$ cat config.mk
export PLATFORM = sky130hd
export DESIGN_NAME = write_permission_gate
export DESIGN_NICKNAME = d
export VERILOG_FILES = /design/src/core/write_gate_pkg.sv /design/src/core/write_permission_gate.sv /design/src/core/write_permission.sv
export SDC_FILE = /design/constraint.sdc
export NUM_CORES = 1
export LEC_CHECK = 0
export BUFFER_PORTS_ARGS = -buffer_cell sky130_fd_sc_hd__buf_4
export CORE_MARGIN = 4
export CORE_UTILIZATION = 30
export DETAILED_ROUTE_END_ITERATION = 10
export SYNTH_ARGS = -nofsm -noshare
export SYNTH_HDL_FRONTEND = slang
export SYNTH_HIERARCHICAL = 1
export SYNTH_SLANG_ARGS = --single-unit
$ cat constraint.sdc
create_clock -name CORE_CLK_I -period 3.35 [get_ports CORE_CLK_I]
set_input_delay 0.1675 -clock CORE_CLK_I [delete_from_list [all_inputs] [get_ports CORE_CLK_I]]
set_output_delay 0.1675 -clock CORE_CLK_I [all_outputs]
set_load 0.02 [all_outputs]
$ cat src/core/write_gate_pkg.sv
package write_gate_pkg;

    // serial clock-domain timing at the 50 MHz core clock
    localparam int CLK_PERIOD_NS = 20;
    localparam int STOP_TO_STANDBY_NS = 200;
    localparam int STOP_TO_STANDBY_CYCLES = (STOP_TO_STANDBY_NS + CLK_PERIOD_NS - 1) / CLK_PERIOD_NS;
    localparam int NONVOLATILE_WRITE_TIME_US = 10000;
    localparam int NONVOLATILE_WRITE_CYCLES = NONVOLATILE_WRITE_TIME_US * 1000 / CLK_PERIOD_NS;

    // frame shape: clock pulses per byte and bytes needed for a write
    localparam logic [3:0] PULSES_PER_BYTE = 4'h9;
    localparam logic [7:0] MIN_WRITE_BYTES = 8'h03;

    // range-lock boundaries
    localparam logic [7:0] LOCK_QUARTER_BASE = 8'hC0;
    localparam logic [7:0] LOCK_HALF_BASE = 8'h80;

    // status byte field positions
    localparam int WEL_BIT = 1;
    localparam int LOCK_LOW_POS = 3;
    localparam int LOCK_HIGH_POS = 4;

    // register map (byte addresses)
    localparam logic [7:0] ADDR_CTRL = 8'h00;
    localparam logic [7:0] ADDR_STATUS = 8'h04;
    localparam logic [7:0] ADDR_WIPER0 = 8'h08;
    localparam logic [7:0] ADDR_WIPER1 = 8'h0C;

    // control register fields
    localparam int CTRL_WEL_POS = 0;
    localparam int CTRL_LOCK_LOW_POS = 1;
    localparam int CTRL_LOCK_HIGH_POS = 2;

    // reset values
    localparam logic [1:0] LOCK_RESET = 2'h0;
    localparam logic [7:0] WIPER_RESET = 8'h00;

    typedef enum logic [2:0] {
        KIND_WIPER_VOL,
        KIND_WIPER_NV,
        KIND_ARRAY,
        KIND_STAT_VOL,
        KIND_STAT_NV
    } write_kind_t;

    typedef enum logic [1:0] {
        ST_STANDBY,
        ST_ACTIVE,
        ST_STOP_WAIT,
        ST_NV_BUSY
    } power_state_t;

endpackage

$ cat src/core/write_permission_gate.sv
`timescale 1ns/10ps
// Function
// (RULE1) nonvolatile cycle launches at STOP only after whole, well-formed frame.
// (RULE2) protect pin high: only volatile wiper writes, and only when unlocked.
// (RULE3) protect low, lock set: no wiper writes, array outside range, status allowed.
// (RULE4) any START activates; wrong device select returns to standby after 9 pulses. Code ignores a START during the nonvolatile write cycle.
// (RULE5) STOP without launch: standby 200 ns later; with launch: after write time.
// (RULE6) writes need the write-enable latch; otherwise aborted without acknowledge.
// (RULE7) lock pair 00 none, 01 C0h-FFh, 10 80h-FFh, 11 everything.
// (RULE8) protect pin is active high and disables every nonvolatile write.
// (RULE9) a refused write leaves wipers, array and status untouched.
module write_permission_gate
    import write_gate_pkg::*;
#(
    parameter int NV_WRITE_CYCLES = NONVOLATILE_WRITE_CYCLES
) (
    input wire logic CORE_CLK_I,
    input wire logic RESET_N_I,
    input wire logic PSEL_I,
    input wire logic PENABLE_I,
    input wire logic PWRITE_I,
    input wire logic [7:0] PADDR_I,
    input wire logic [31:0] PWDATA_I,
    output logic [31:0] PRDATA_O,
    output logic PREADY_O,
    output logic PSLVERR_O,
    input wire logic WRITE_PROTECT_I,
    input wire logic START_I,
    input wire logic STOP_I,
    input wire logic SCL_PULSE_I,
    input wire logic DEV_MATCH_I,
    input wire logic WR_REQ_I,
    input wire logic [2:0] WR_KIND_I,
    input wire logic [7:0] WR_ADDR_I,
    input wire logic [7:0] WR_DATA_I,
    output logic ACK_O,
    output logic REFUSE_O,
    output logic ACTIVE_O,
    output logic NV_BUSY_O,
    output logic ARRAY_WE_O,
    output logic [7:0] ARRAY_ADDR_O,
    output logic [7:0] ARRAY_DATA_O,
    output logic [7:0] WIPER0_O,
    output logic [7:0] WIPER1_O
);

    typedef struct packed {
        power_state_t state;
        logic [31:0] timer;
        logic [3:0] bit_cnt;
        logic [7:0] byte_cnt;
        logic frame_ok;
        logic pend_valid;
        logic [2:0] pend_kind;
        logic [7:0] pend_addr;
        logic [7:0] pend_data;
        logic write_enable_latch;
        logic [1:0] lock;
        logic [7:0] wiper0;
        logic [7:0] wiper1;
        logic ack;
        logic refuse;
        logic arr_we;
        logic [7:0] arr_addr;
        logic [7:0] arr_data;
        logic pready;
        logic [31:0] prdata;
        logic active;
        logic nv_busy;
    } gate_state_t;

    gate_state_t cur;
    gate_state_t next_cur;
    logic allow;
    logic apb_setup;
    logic apb_write;
    logic end_of_byte;

    write_permission u_perm (
        .wp_i(WRITE_PROTECT_I),
        .wel_i(cur.write_enable_latch),
        .lock_i(cur.lock),
        .kind_i(WR_KIND_I),
        .addr_i(WR_ADDR_I),
        .allow_o(allow)
    );

    assign apb_setup = PSEL_I && !PENABLE_I;
    assign apb_write = PSEL_I && PENABLE_I && cur.pready && PWRITE_I;
    assign end_of_byte = SCL_PULSE_I && (cur.bit_cnt == PULSES_PER_BYTE - 4'h1);

    always_comb begin
        next_cur = cur;
        next_cur.ack = 1'b0;
        next_cur.refuse = 1'b0;
        next_cur.arr_we = 1'b0;
        next_cur.pready = apb_setup;

        // clock-pulse bookkeeping inside a frame
        if (SCL_PULSE_I && cur.state == ST_ACTIVE) begin
            next_cur.bit_cnt = end_of_byte ? 4'h0 : cur.bit_cnt + 4'h1;
            if (end_of_byte) begin
                next_cur.byte_cnt = cur.byte_cnt + 8'h01;
                // ninth pulse of the first byte decides whether we are addressed
                if (cur.byte_cnt == 8'h00 && !DEV_MATCH_I) begin
                    next_cur.state = ST_STANDBY; // RULE4
                end
            end
        end

        // write requests from the serial front end
        if (WR_REQ_I) begin
            if (allow && cur.state == ST_ACTIVE) begin
                next_cur.ack = 1'b1;
                case (write_kind_t'(WR_KIND_I))
                    KIND_WIPER_VOL: begin
                        if (WR_ADDR_I[0]) begin
                            next_cur.wiper1 = WR_DATA_I;
                        end else begin
                            next_cur.wiper0 = WR_DATA_I;
                        end
                    end
                    KIND_STAT_VOL: next_cur.write_enable_latch = WR_DATA_I[WEL_BIT];
                    default: begin
                        // nonvolatile data waits for a clean STOP before it lands
                        next_cur.pend_valid = 1'b1;
                        next_cur.pend_kind = WR_KIND_I;
                        next_cur.pend_addr = WR_ADDR_I;
                        next_cur.pend_data = WR_DATA_I;
                    end
                endcase
            end else begin
                // refused: nothing stored changes and the pending byte is dropped
                next_cur.refuse = 1'b1; // RULE6 RULE9
                next_cur.frame_ok = 1'b0; // RULE1
                next_cur.pend_valid = 1'b0; // RULE9
            end
        end

        // power-state sequencing
        case (cur.state)
            ST_STANDBY: begin
                if (START_I) begin
                    next_cur.state = ST_ACTIVE; // RULE4
                end
            end
            ST_ACTIVE: begin
                if (STOP_I) begin
                    // whole bytes only, and at least device, address and data
                    if (cur.pend_valid && cur.frame_ok && cur.bit_cnt == 4'h0
                        && cur.byte_cnt >= MIN_WRITE_BYTES && !WRITE_PROTECT_I) begin // RULE1 RULE8
                        next_cur.state = ST_NV_BUSY;
                        next_cur.timer = 32'(NV_WRITE_CYCLES - 1); // RULE5
                        case (write_kind_t'(cur.pend_kind))
                            KIND_WIPER_NV: begin
                                if (cur.pend_addr[0]) begin
                                    next_cur.wiper1 = cur.pend_data;
                                end else begin
                                    next_cur.wiper0 = cur.pend_data;
                                end
                            end
                            KIND_STAT_NV: begin
                                next_cur.lock = {cur.pend_data[LOCK_HIGH_POS], cur.pend_data[LOCK_LOW_POS]};
                            end
                            default: begin
                                next_cur.arr_we = 1'b1;
                                next_cur.arr_addr = cur.pend_addr;
                                next_cur.arr_data = cur.pend_data;
                            end
                        endcase
                    end else begin
                        next_cur.state = ST_STOP_WAIT;
                        next_cur.timer = 32'(STOP_TO_STANDBY_CYCLES - 1); // RULE5
                    end
                    next_cur.pend_valid = 1'b0; // RULE1
                end
            end
            ST_STOP_WAIT: begin
                if (START_I) begin
                    next_cur.state = ST_ACTIVE;
                end else if (cur.timer == 32'h0) begin
                    next_cur.state = ST_STANDBY; // RULE5
                end else begin
                    next_cur.timer = cur.timer - 32'h1;
                end
            end
            ST_NV_BUSY: begin
                // frames during the write cycle are ignored so requests get refused
                if (cur.timer == 32'h0) begin
                    next_cur.state = ST_STANDBY; // RULE5
                end else begin
                    next_cur.timer = cur.timer - 32'h1;
                end
            end
            default: next_cur.state = ST_STANDBY;
        endcase

        // a START opens a fresh frame count, except during the nonvolatile write cycle
        if (START_I && cur.state != ST_NV_BUSY) begin
            next_cur.bit_cnt = 4'h0;
            next_cur.byte_cnt = 8'h00;
            next_cur.frame_ok = 1'b1;
            next_cur.pend_valid = 1'b0; // RULE1
        end

        // APB writes: the latch is free, lock bits obey the protect pin
        if (apb_write && PADDR_I == ADDR_CTRL) begin
            next_cur.write_enable_latch = PWDATA_I[CTRL_WEL_POS];
            if (!WRITE_PROTECT_I) begin
                next_cur.lock = {PWDATA_I[CTRL_LOCK_HIGH_POS], PWDATA_I[CTRL_LOCK_LOW_POS]}; // RULE8
            end
        end

        // read data captured in the setup cycle, stable through the access
        if (apb_setup) begin
            case (PADDR_I)
                ADDR_CTRL: next_cur.prdata = {29'h0, cur.lock, cur.write_enable_latch};
                ADDR_STATUS: next_cur.prdata = {28'h0, WRITE_PROTECT_I, cur.pend_valid,
                                                cur.state == ST_NV_BUSY, cur.state != ST_STANDBY};
                ADDR_WIPER0: next_cur.prdata = {24'h0, cur.wiper0};
                ADDR_WIPER1: next_cur.prdata = {24'h0, cur.wiper1};
                default: next_cur.prdata = 32'h0;
            endcase
        end

        // power pins follow the next state so they leave a flop with no decode glitch
        next_cur.active = (next_cur.state != ST_STANDBY); // RULE4 RULE5
        next_cur.nv_busy = (next_cur.state == ST_NV_BUSY); // RULE5
    end

    always_ff @(posedge CORE_CLK_I or negedge RESET_N_I) begin
        if (!RESET_N_I) begin
            cur <= '0;
            cur.state <= ST_STANDBY;
            cur.lock <= LOCK_RESET;
            cur.wiper0 <= WIPER_RESET;
            cur.wiper1 <= WIPER_RESET;
        end else begin
            cur <= next_cur;
        end
    end

    assign PRDATA_O = cur.prdata;
    assign PREADY_O = cur.pready;
    assign PSLVERR_O = 1'b0; // unmapped reads return zero, never an error
    assign ACK_O = cur.ack;
    assign REFUSE_O = cur.refuse;
    assign ACTIVE_O = cur.active;
    assign NV_BUSY_O = cur.nv_busy;
    assign ARRAY_WE_O = cur.arr_we;
    assign ARRAY_ADDR_O = cur.arr_addr;
    assign ARRAY_DATA_O = cur.arr_data;
    assign WIPER0_O = cur.wiper0;
    assign WIPER1_O = cur.wiper1;

endmodule

$ cat src/core/write_permission.sv
`timescale 1ns/10ps
// decides whether one write may proceed; purely combinational
module write_permission
    import write_gate_pkg::*;
(
    input wire logic wp_i,
    input wire logic wel_i,
    input wire logic [1:0] lock_i,
    input wire logic [2:0] kind_i,
    input wire logic [7:0] addr_i,
    output logic allow_o
);

    // true when the array address lies inside the locked range
    function automatic logic in_locked_range(input logic [1:0] lock, input logic [7:0] addr);
        case (lock)
            2'h1: in_locked_range = (addr >= LOCK_QUARTER_BASE); // RULE7
            2'h2: in_locked_range = (addr >= LOCK_HALF_BASE); // RULE7
            2'h3: in_locked_range = 1'b1; // RULE7
            default: in_locked_range = 1'b0;
        endcase
    endfunction

    logic locked;

    assign locked = |lock_i;

    // write-protect high blocks every nonvolatile and status write
    always_comb begin
        allow_o = 1'b0;
        if (!wel_i) begin
            allow_o = 1'b0; // RULE6
        end else if (wp_i) begin
            allow_o = (write_kind_t'(kind_i) == KIND_WIPER_VOL) && !locked; // RULE2 RULE8
        end else begin
            case (write_kind_t'(kind_i))
                KIND_WIPER_VOL: allow_o = !locked; // RULE3
                KIND_WIPER_NV: allow_o = !locked; // RULE3
                KIND_ARRAY: allow_o = !in_locked_range(lock_i, addr_i); // RULE3
                KIND_STAT_VOL: allow_o = 1'b1; // RULE3
                KIND_STAT_NV: allow_o = 1'b1; // RULE3
                default: allow_o = 1'b0;
            endcase
        end
    end

endmodule

# == After elaboration in Yosys (flattened, before gate mapping) ==
# Index checks and enable logic that the tools add are counted.
# classes
add_sub_neg,3
magnitude_cmp,3
n_eq_ne,21
n_mux,51
bitwise,2
reduce_logical,46
# op_table
operator,n
32-bit case mux with 3 select lines,1
17-bit two-way mux,5
18-bit two-way mux,4
32-bit two-way mux,2
20-bit two-way mux,2
8-bit two-way mux,5
34-bit two-way mux,1
33-bit two-way mux,1
32-bit zero test,1
16-bit two-way mux,2
8-bit case mux with 4 select lines,1
32-bit by 1-bit subtractor with 32-bit output (second input constant),1
22-bit two-way mux,1
8-bit by 4-bit == test with 1-bit output (second input constant),2
8-bit >= comparator (second input constant),2
8-bit zero test,2
2-bit two-way mux,8
2-bit nonzero test,8
1-bit logical AND,15
14-bit two-way mux,1
12-bit two-way mux,1
1-bit two-way mux,11
2-bit == test (second input constant),5
2-bit OR reduction,5
other kinds (24),39
# word_totals
register_bits,140
elab_cells,148

# == Logic depth before layout (Yosys ltp) ==
# depth
word_depth,19
mapped_depth,9
depth_no_buf,8

# == Modules after synthesis ==
# Netlist, hierarchy kept.
# by_module_without_submodules
module,n_inst,cells_each,area_each_um2,seq_area_each_um2
write_permission_gate,1,605,6198.4,2902.8
write_permission,1,9,52.6,0.0

# == Worst setup path after synthesis ==
# OpenSTA, ideal clock, no wires.
# synth_timing
path_kind,register to register
startpoint,register cur[106] (netlist name)
endpoint,register cur[121] (netlist name)
setup_ps,126
t_arrival_ps,2710
t_required_ps,3224
slack_ps,514
path_stages_with_launch,9
n_path_buf,1
synth_period_minus_slack_ps,2836
cell_sequence,dfrtp_1 -> inv_1 -> ha_1 -> or3b_2 -> or4_4 -> buf_6 -> or4_4 -> a21o_1 -> a221o_1
# synth_between
elab_chain_len,4
word_cells_on_any_way,5
cone_classes,add/sub (1); mux (3); reduce/logical (1)
# synth_lines
item,line,source
start: declaration,write_permission_gate.sv:72,gate_state_t cur;
start signal: assignment,write_permission_gate.sv:239,cur <= next_cur;
32-bit by 1-bit subtractor with 32-bit output / 32-bit zero test (equally long branches),--,
32-bit two-way mux *,"write_permission_gate.sv:181, write_permission_gate.sv:189",
32-bit two-way mux,write_permission_gate.sv:179,if (START_I) begin
32-bit case mux with 3 select lines *,write_permission_gate.sv:141,case (cur.state)
# Every way passes the cells marked *; elsewhere a longest branch is shown, timed or not. The select of a mux whose other input is x is not followed.
# A chain may end at the register's enable or synchronous reset.

# == Worst setup path after layout ==
# Ends and elaborated chain as after synthesis.

==> metrics.md <==
| Metric | Value |
|---|---|
| Run status | completed |
| Setup TNS | 0 ps |
| Top flip-flop cell by instance count after synthesis | sky130_fd_sc_hd__dfrtp_1 |
| Clk Latency, worst-skew pair | 420 ps |
| Most used cells in the layout excluding fill and tap cells | 116 x sky130_fd_sc_hd__dfrtp_1, 100 x sky130_fd_sc_hd__buf_4, 52 x sky130_fd_sc_hd__nor2_1 |
| Worst Path Max Fanout | 7 |
| Via density | 4.85 |
| Util after Layout | 37.6% |
| Number of max-slew violations in the final report | 0 |
| Count of cell types in the netlist | 55 |
| Final setup margin | 423 ps |
| Clock tree sinks | 116 |
| Area of the multi-input gates | 0.00283 mm² |
| Area grow syn2layout | 22.4% |
| Number of port buffers | 86 |
| Leftover overflow at the end of global routing | 0 |
| Tcrit/Tclk final | 87.4% |
| HP Class | in -> reg |
| Die boundary width | 152 µm |
| Number of enable-type register cells in the synthesized netlist | 0 |
| Static leakage power | 3.63 nW |
| GR Util met1 | 18.2% |
| Initial antenna violation count | 0 |
| CP Data Arrival Time | 3230 ps |
| Post-place instance area | 0.00691 mm² |
| Overall via count from detail_route | 4726 |
| Start-to-end type of the worst setup path | reg -> reg |
| Max Clock Skew | 9.23 ps |
| Floorplan die area | 0.0232 mm² |
| Maximum root-to-sink buffer count | 2 |
| Vias in the first global route | 4762 |
| Total placed cells including tap cells | 926 |
| Count of standard-cell rows | 52 |
| Register area share after synthesis | 46.4% |
| RSZ-0062 raised after global routing | no |
| Aggregate routed wire length | 15500 µm |
| Number of max-cap violations | 0 |
| Remaining antenna violation count | 0 |
| Met3 track demand over resource in global routing | 3.46% |
| Pre-CTS WS | 436 ps |
| Max transition margin | 40.8% |
| CTS root buf | sky130_fd_sc_hd__clkbuf_16 |
| Overall power consumption | 5.15 mW |
| Largest voltage drop on the vdd net | 0.356 mV |
| Top-Level Pins | 141 |
| Total area of sequential cells | 0.00290 mm² |
| Power per standard cell area | 674 mW/mm² |
| Final hold slack | 19.1 ps |
| Height of the die | 152 µm |
| Cell area after technology mapping | 0.00625 mm² |
| GR Util met2 | 22.2% |
| Count of routing violations after the opening detailed-route iteration | 319 |
| Gate Count Post-Synth | 614 |
| Number of resized instances in the post-cts repair step | 0 |
| First-pass GRT wire length | 25700 µm |
| Mean Syn Cell Area | 10.2 µm² |
| CTS tree | done |
| DR DRC count | 0 |
| DP Wirelength | 11200 µm |
| Post-CTS setup buffers | 0 |
| Placeable core region | 0.0204 mm² |
| Final count of hold timing violations | 0 |
| Number of antenna repair diodes | 0 |
| Maximum frequency from static timing analysis | 342 MHz |
| Fin area | 0.00765 mm² |
| Tmin final | 2930 ps |
| Final net count | 767 |
| CTS Hold Bufs | 17 |
| First-pass detailed-route iteration total | 4 |
| Most Crowded Layer GR | met2 |
| Setup Viol. Count Final | 0 |
| Largest net degree at the start of global routing | 63 |
| Number of warnings reported in the yosys synthesis log | 6 |
| GR Util All Layers | 13.8% |
| Worst Tran Pin Value | 879 ps |
| Proportion of layout cells with a drive suffix above 1 | 27.2% |
| Required time worst endpoint | 3650 ps |
| Routability Congestion | 0.826 |
| Startpoint kind of the worst setup timing path | register |
| Synthesized flop and latch total | 116 |
| Mean routed wirelength per cell | 15.9 µm |
| Leading cell type in the layout, fill and taps excluded | sky130_fd_sc_hd__dfrtp_1 |
| Endpoint type of the worst setup path | register |
| Starting density of the core | 30.7% |
| Post-synthesis async set-or-reset flop share | 100% |
| Post-route non-filler standard cell count | 975 |
| Htree depth | 4 |
| Post-CTS clock slew at the launch and capture registers of the worst setup and hold paths | 60 ps |
| Fill cells | 2053 |
| Number of buffers created by CTS | 17 |
## cell usage after synthesis, drive strengths merged, types with 3 or more instances
master  count  area [µm²]
or4        25         203
or2         5        31.3
a22o        4        35.0
clkbuf     16        60.1
mux4        3        67.6
nand3b      5        37.5
mux2i      31         310
inv        13        48.8
and3        3        18.8
nor4b       3        26.3
ha          5        62.6
or3         9        56.3
nand2      40         150
mux2       38         428
a21oi      37         185
o311ai      3        26.3
nor2b       3        18.8
nand3      17        85.1
buf        68         509
nand2b      4        25.0
o211ai      7        52.6
dfrtp     116        2900
nand4      14        87.6
nor4       11        75.1
nor3       21         115
nor2       52         195
o21ai      16        80.1
and2        6        37.5
o31ai      10        75.1
xor2        5        43.8
nor3b       3        22.5
## path summary, 6_finish.rpt
check	startpoint	to	slack [ps]	cells after the start
worst max-delay path	cur[106]$_DFFE_PN0P_	cur[121]$_DFFE_PN0P_	420	7
worst min register to register	PRDATA_O[4]$_DFFE_PN0P_	PRDATA_O[4]$_DFFE_PN0P_	480	2
worst max register to register	cur[106]$_DFFE_PN0P_	cur[121]$_DFFE_PN0P_	420	7
worst min-delay path	WR_DATA_I[5]	cur[78]$_DFFE_PN0P_	20	2
min in group asynchronous	RESET_N_I	cur[135]$_DFFE_PN0P_	350	2
max in group asynchronous	RESET_N_I	cur[102]$_DFFE_PN0P_	2160	3
## area by class of cell
cell class | instances | area share, %
inverter | 13 | 0.638
tap | 270 | 4.42
timing repair buffer | 119 | 12.6
clock inverter | 15 | 1.91
clock buffer | 17 | 5.56
multi-input combinational | 425 | 37.0
sequential | 116 | 38.0
## cell families after synthesis
group | synth area share (%)
AND/OR/NAND/NOR | 19.4
flip-flops | 46.4
multiplexers | 12.9
other | 0.0600
AO/OA/AOI/OAI | 9.37
adder cells (fa/ha/maj) | 1.00
buffers and inverters | 9.89
XOR/XNOR | 0.981
## sequential cells by signal, summed over array words and instances, names as in the netlist
| signal | count |
|---|---|
| WIPER0_O | 8 |
| ACTIVE_O | 1 |
| ARRAY_ADDR_O | 8 |
| WIPER1_O | 8 |
| PREADY_O | 1 |
| REFUSE_O | 1 |
| NV_BUSY_O | 1 |
| ARRAY_DATA_O | 8 |
| ARRAY_WE_O | 1 |
| ACK_O | 1 |
| cur | 70 |
| PRDATA_O | 8 |
## critical path: stages, from the launching register on
cell	delay [ps]
sky130_fd_sc_hd__dfrtp_1	400
sky130_fd_sc_hd__inv_1	100
sky130_fd_sc_hd__ha_1	210
sky130_fd_sc_hd__or3b_2	500
sky130_fd_sc_hd__or4_4	600
sky130_fd_sc_hd__or4_4	540
sky130_fd_sc_hd__a21o_1	180
sky130_fd_sc_hd__a221o_1	280
## report_power, final
| group | internal (mW) | switching (mW) |
|---|---|---|
| registers | 1.59 | 0.219 |
| logic | 0.615 | 0.972 |
| clock network | 1.04 | 0.719 |
| total | 3.24 | 1.91 |
## layer usage
metal / share of wire [%] / vias up / wire (µm)
met5: 0 / - / 0
met4: 1.4 / 0 / 214
met2: 48 / 106 / 7380
li1: - / 2317 / -
met1: 47 / 2285 / 7290
met3: 3.8 / 18 / 595
Note: power is estimated with default switching activity, not from simulation.
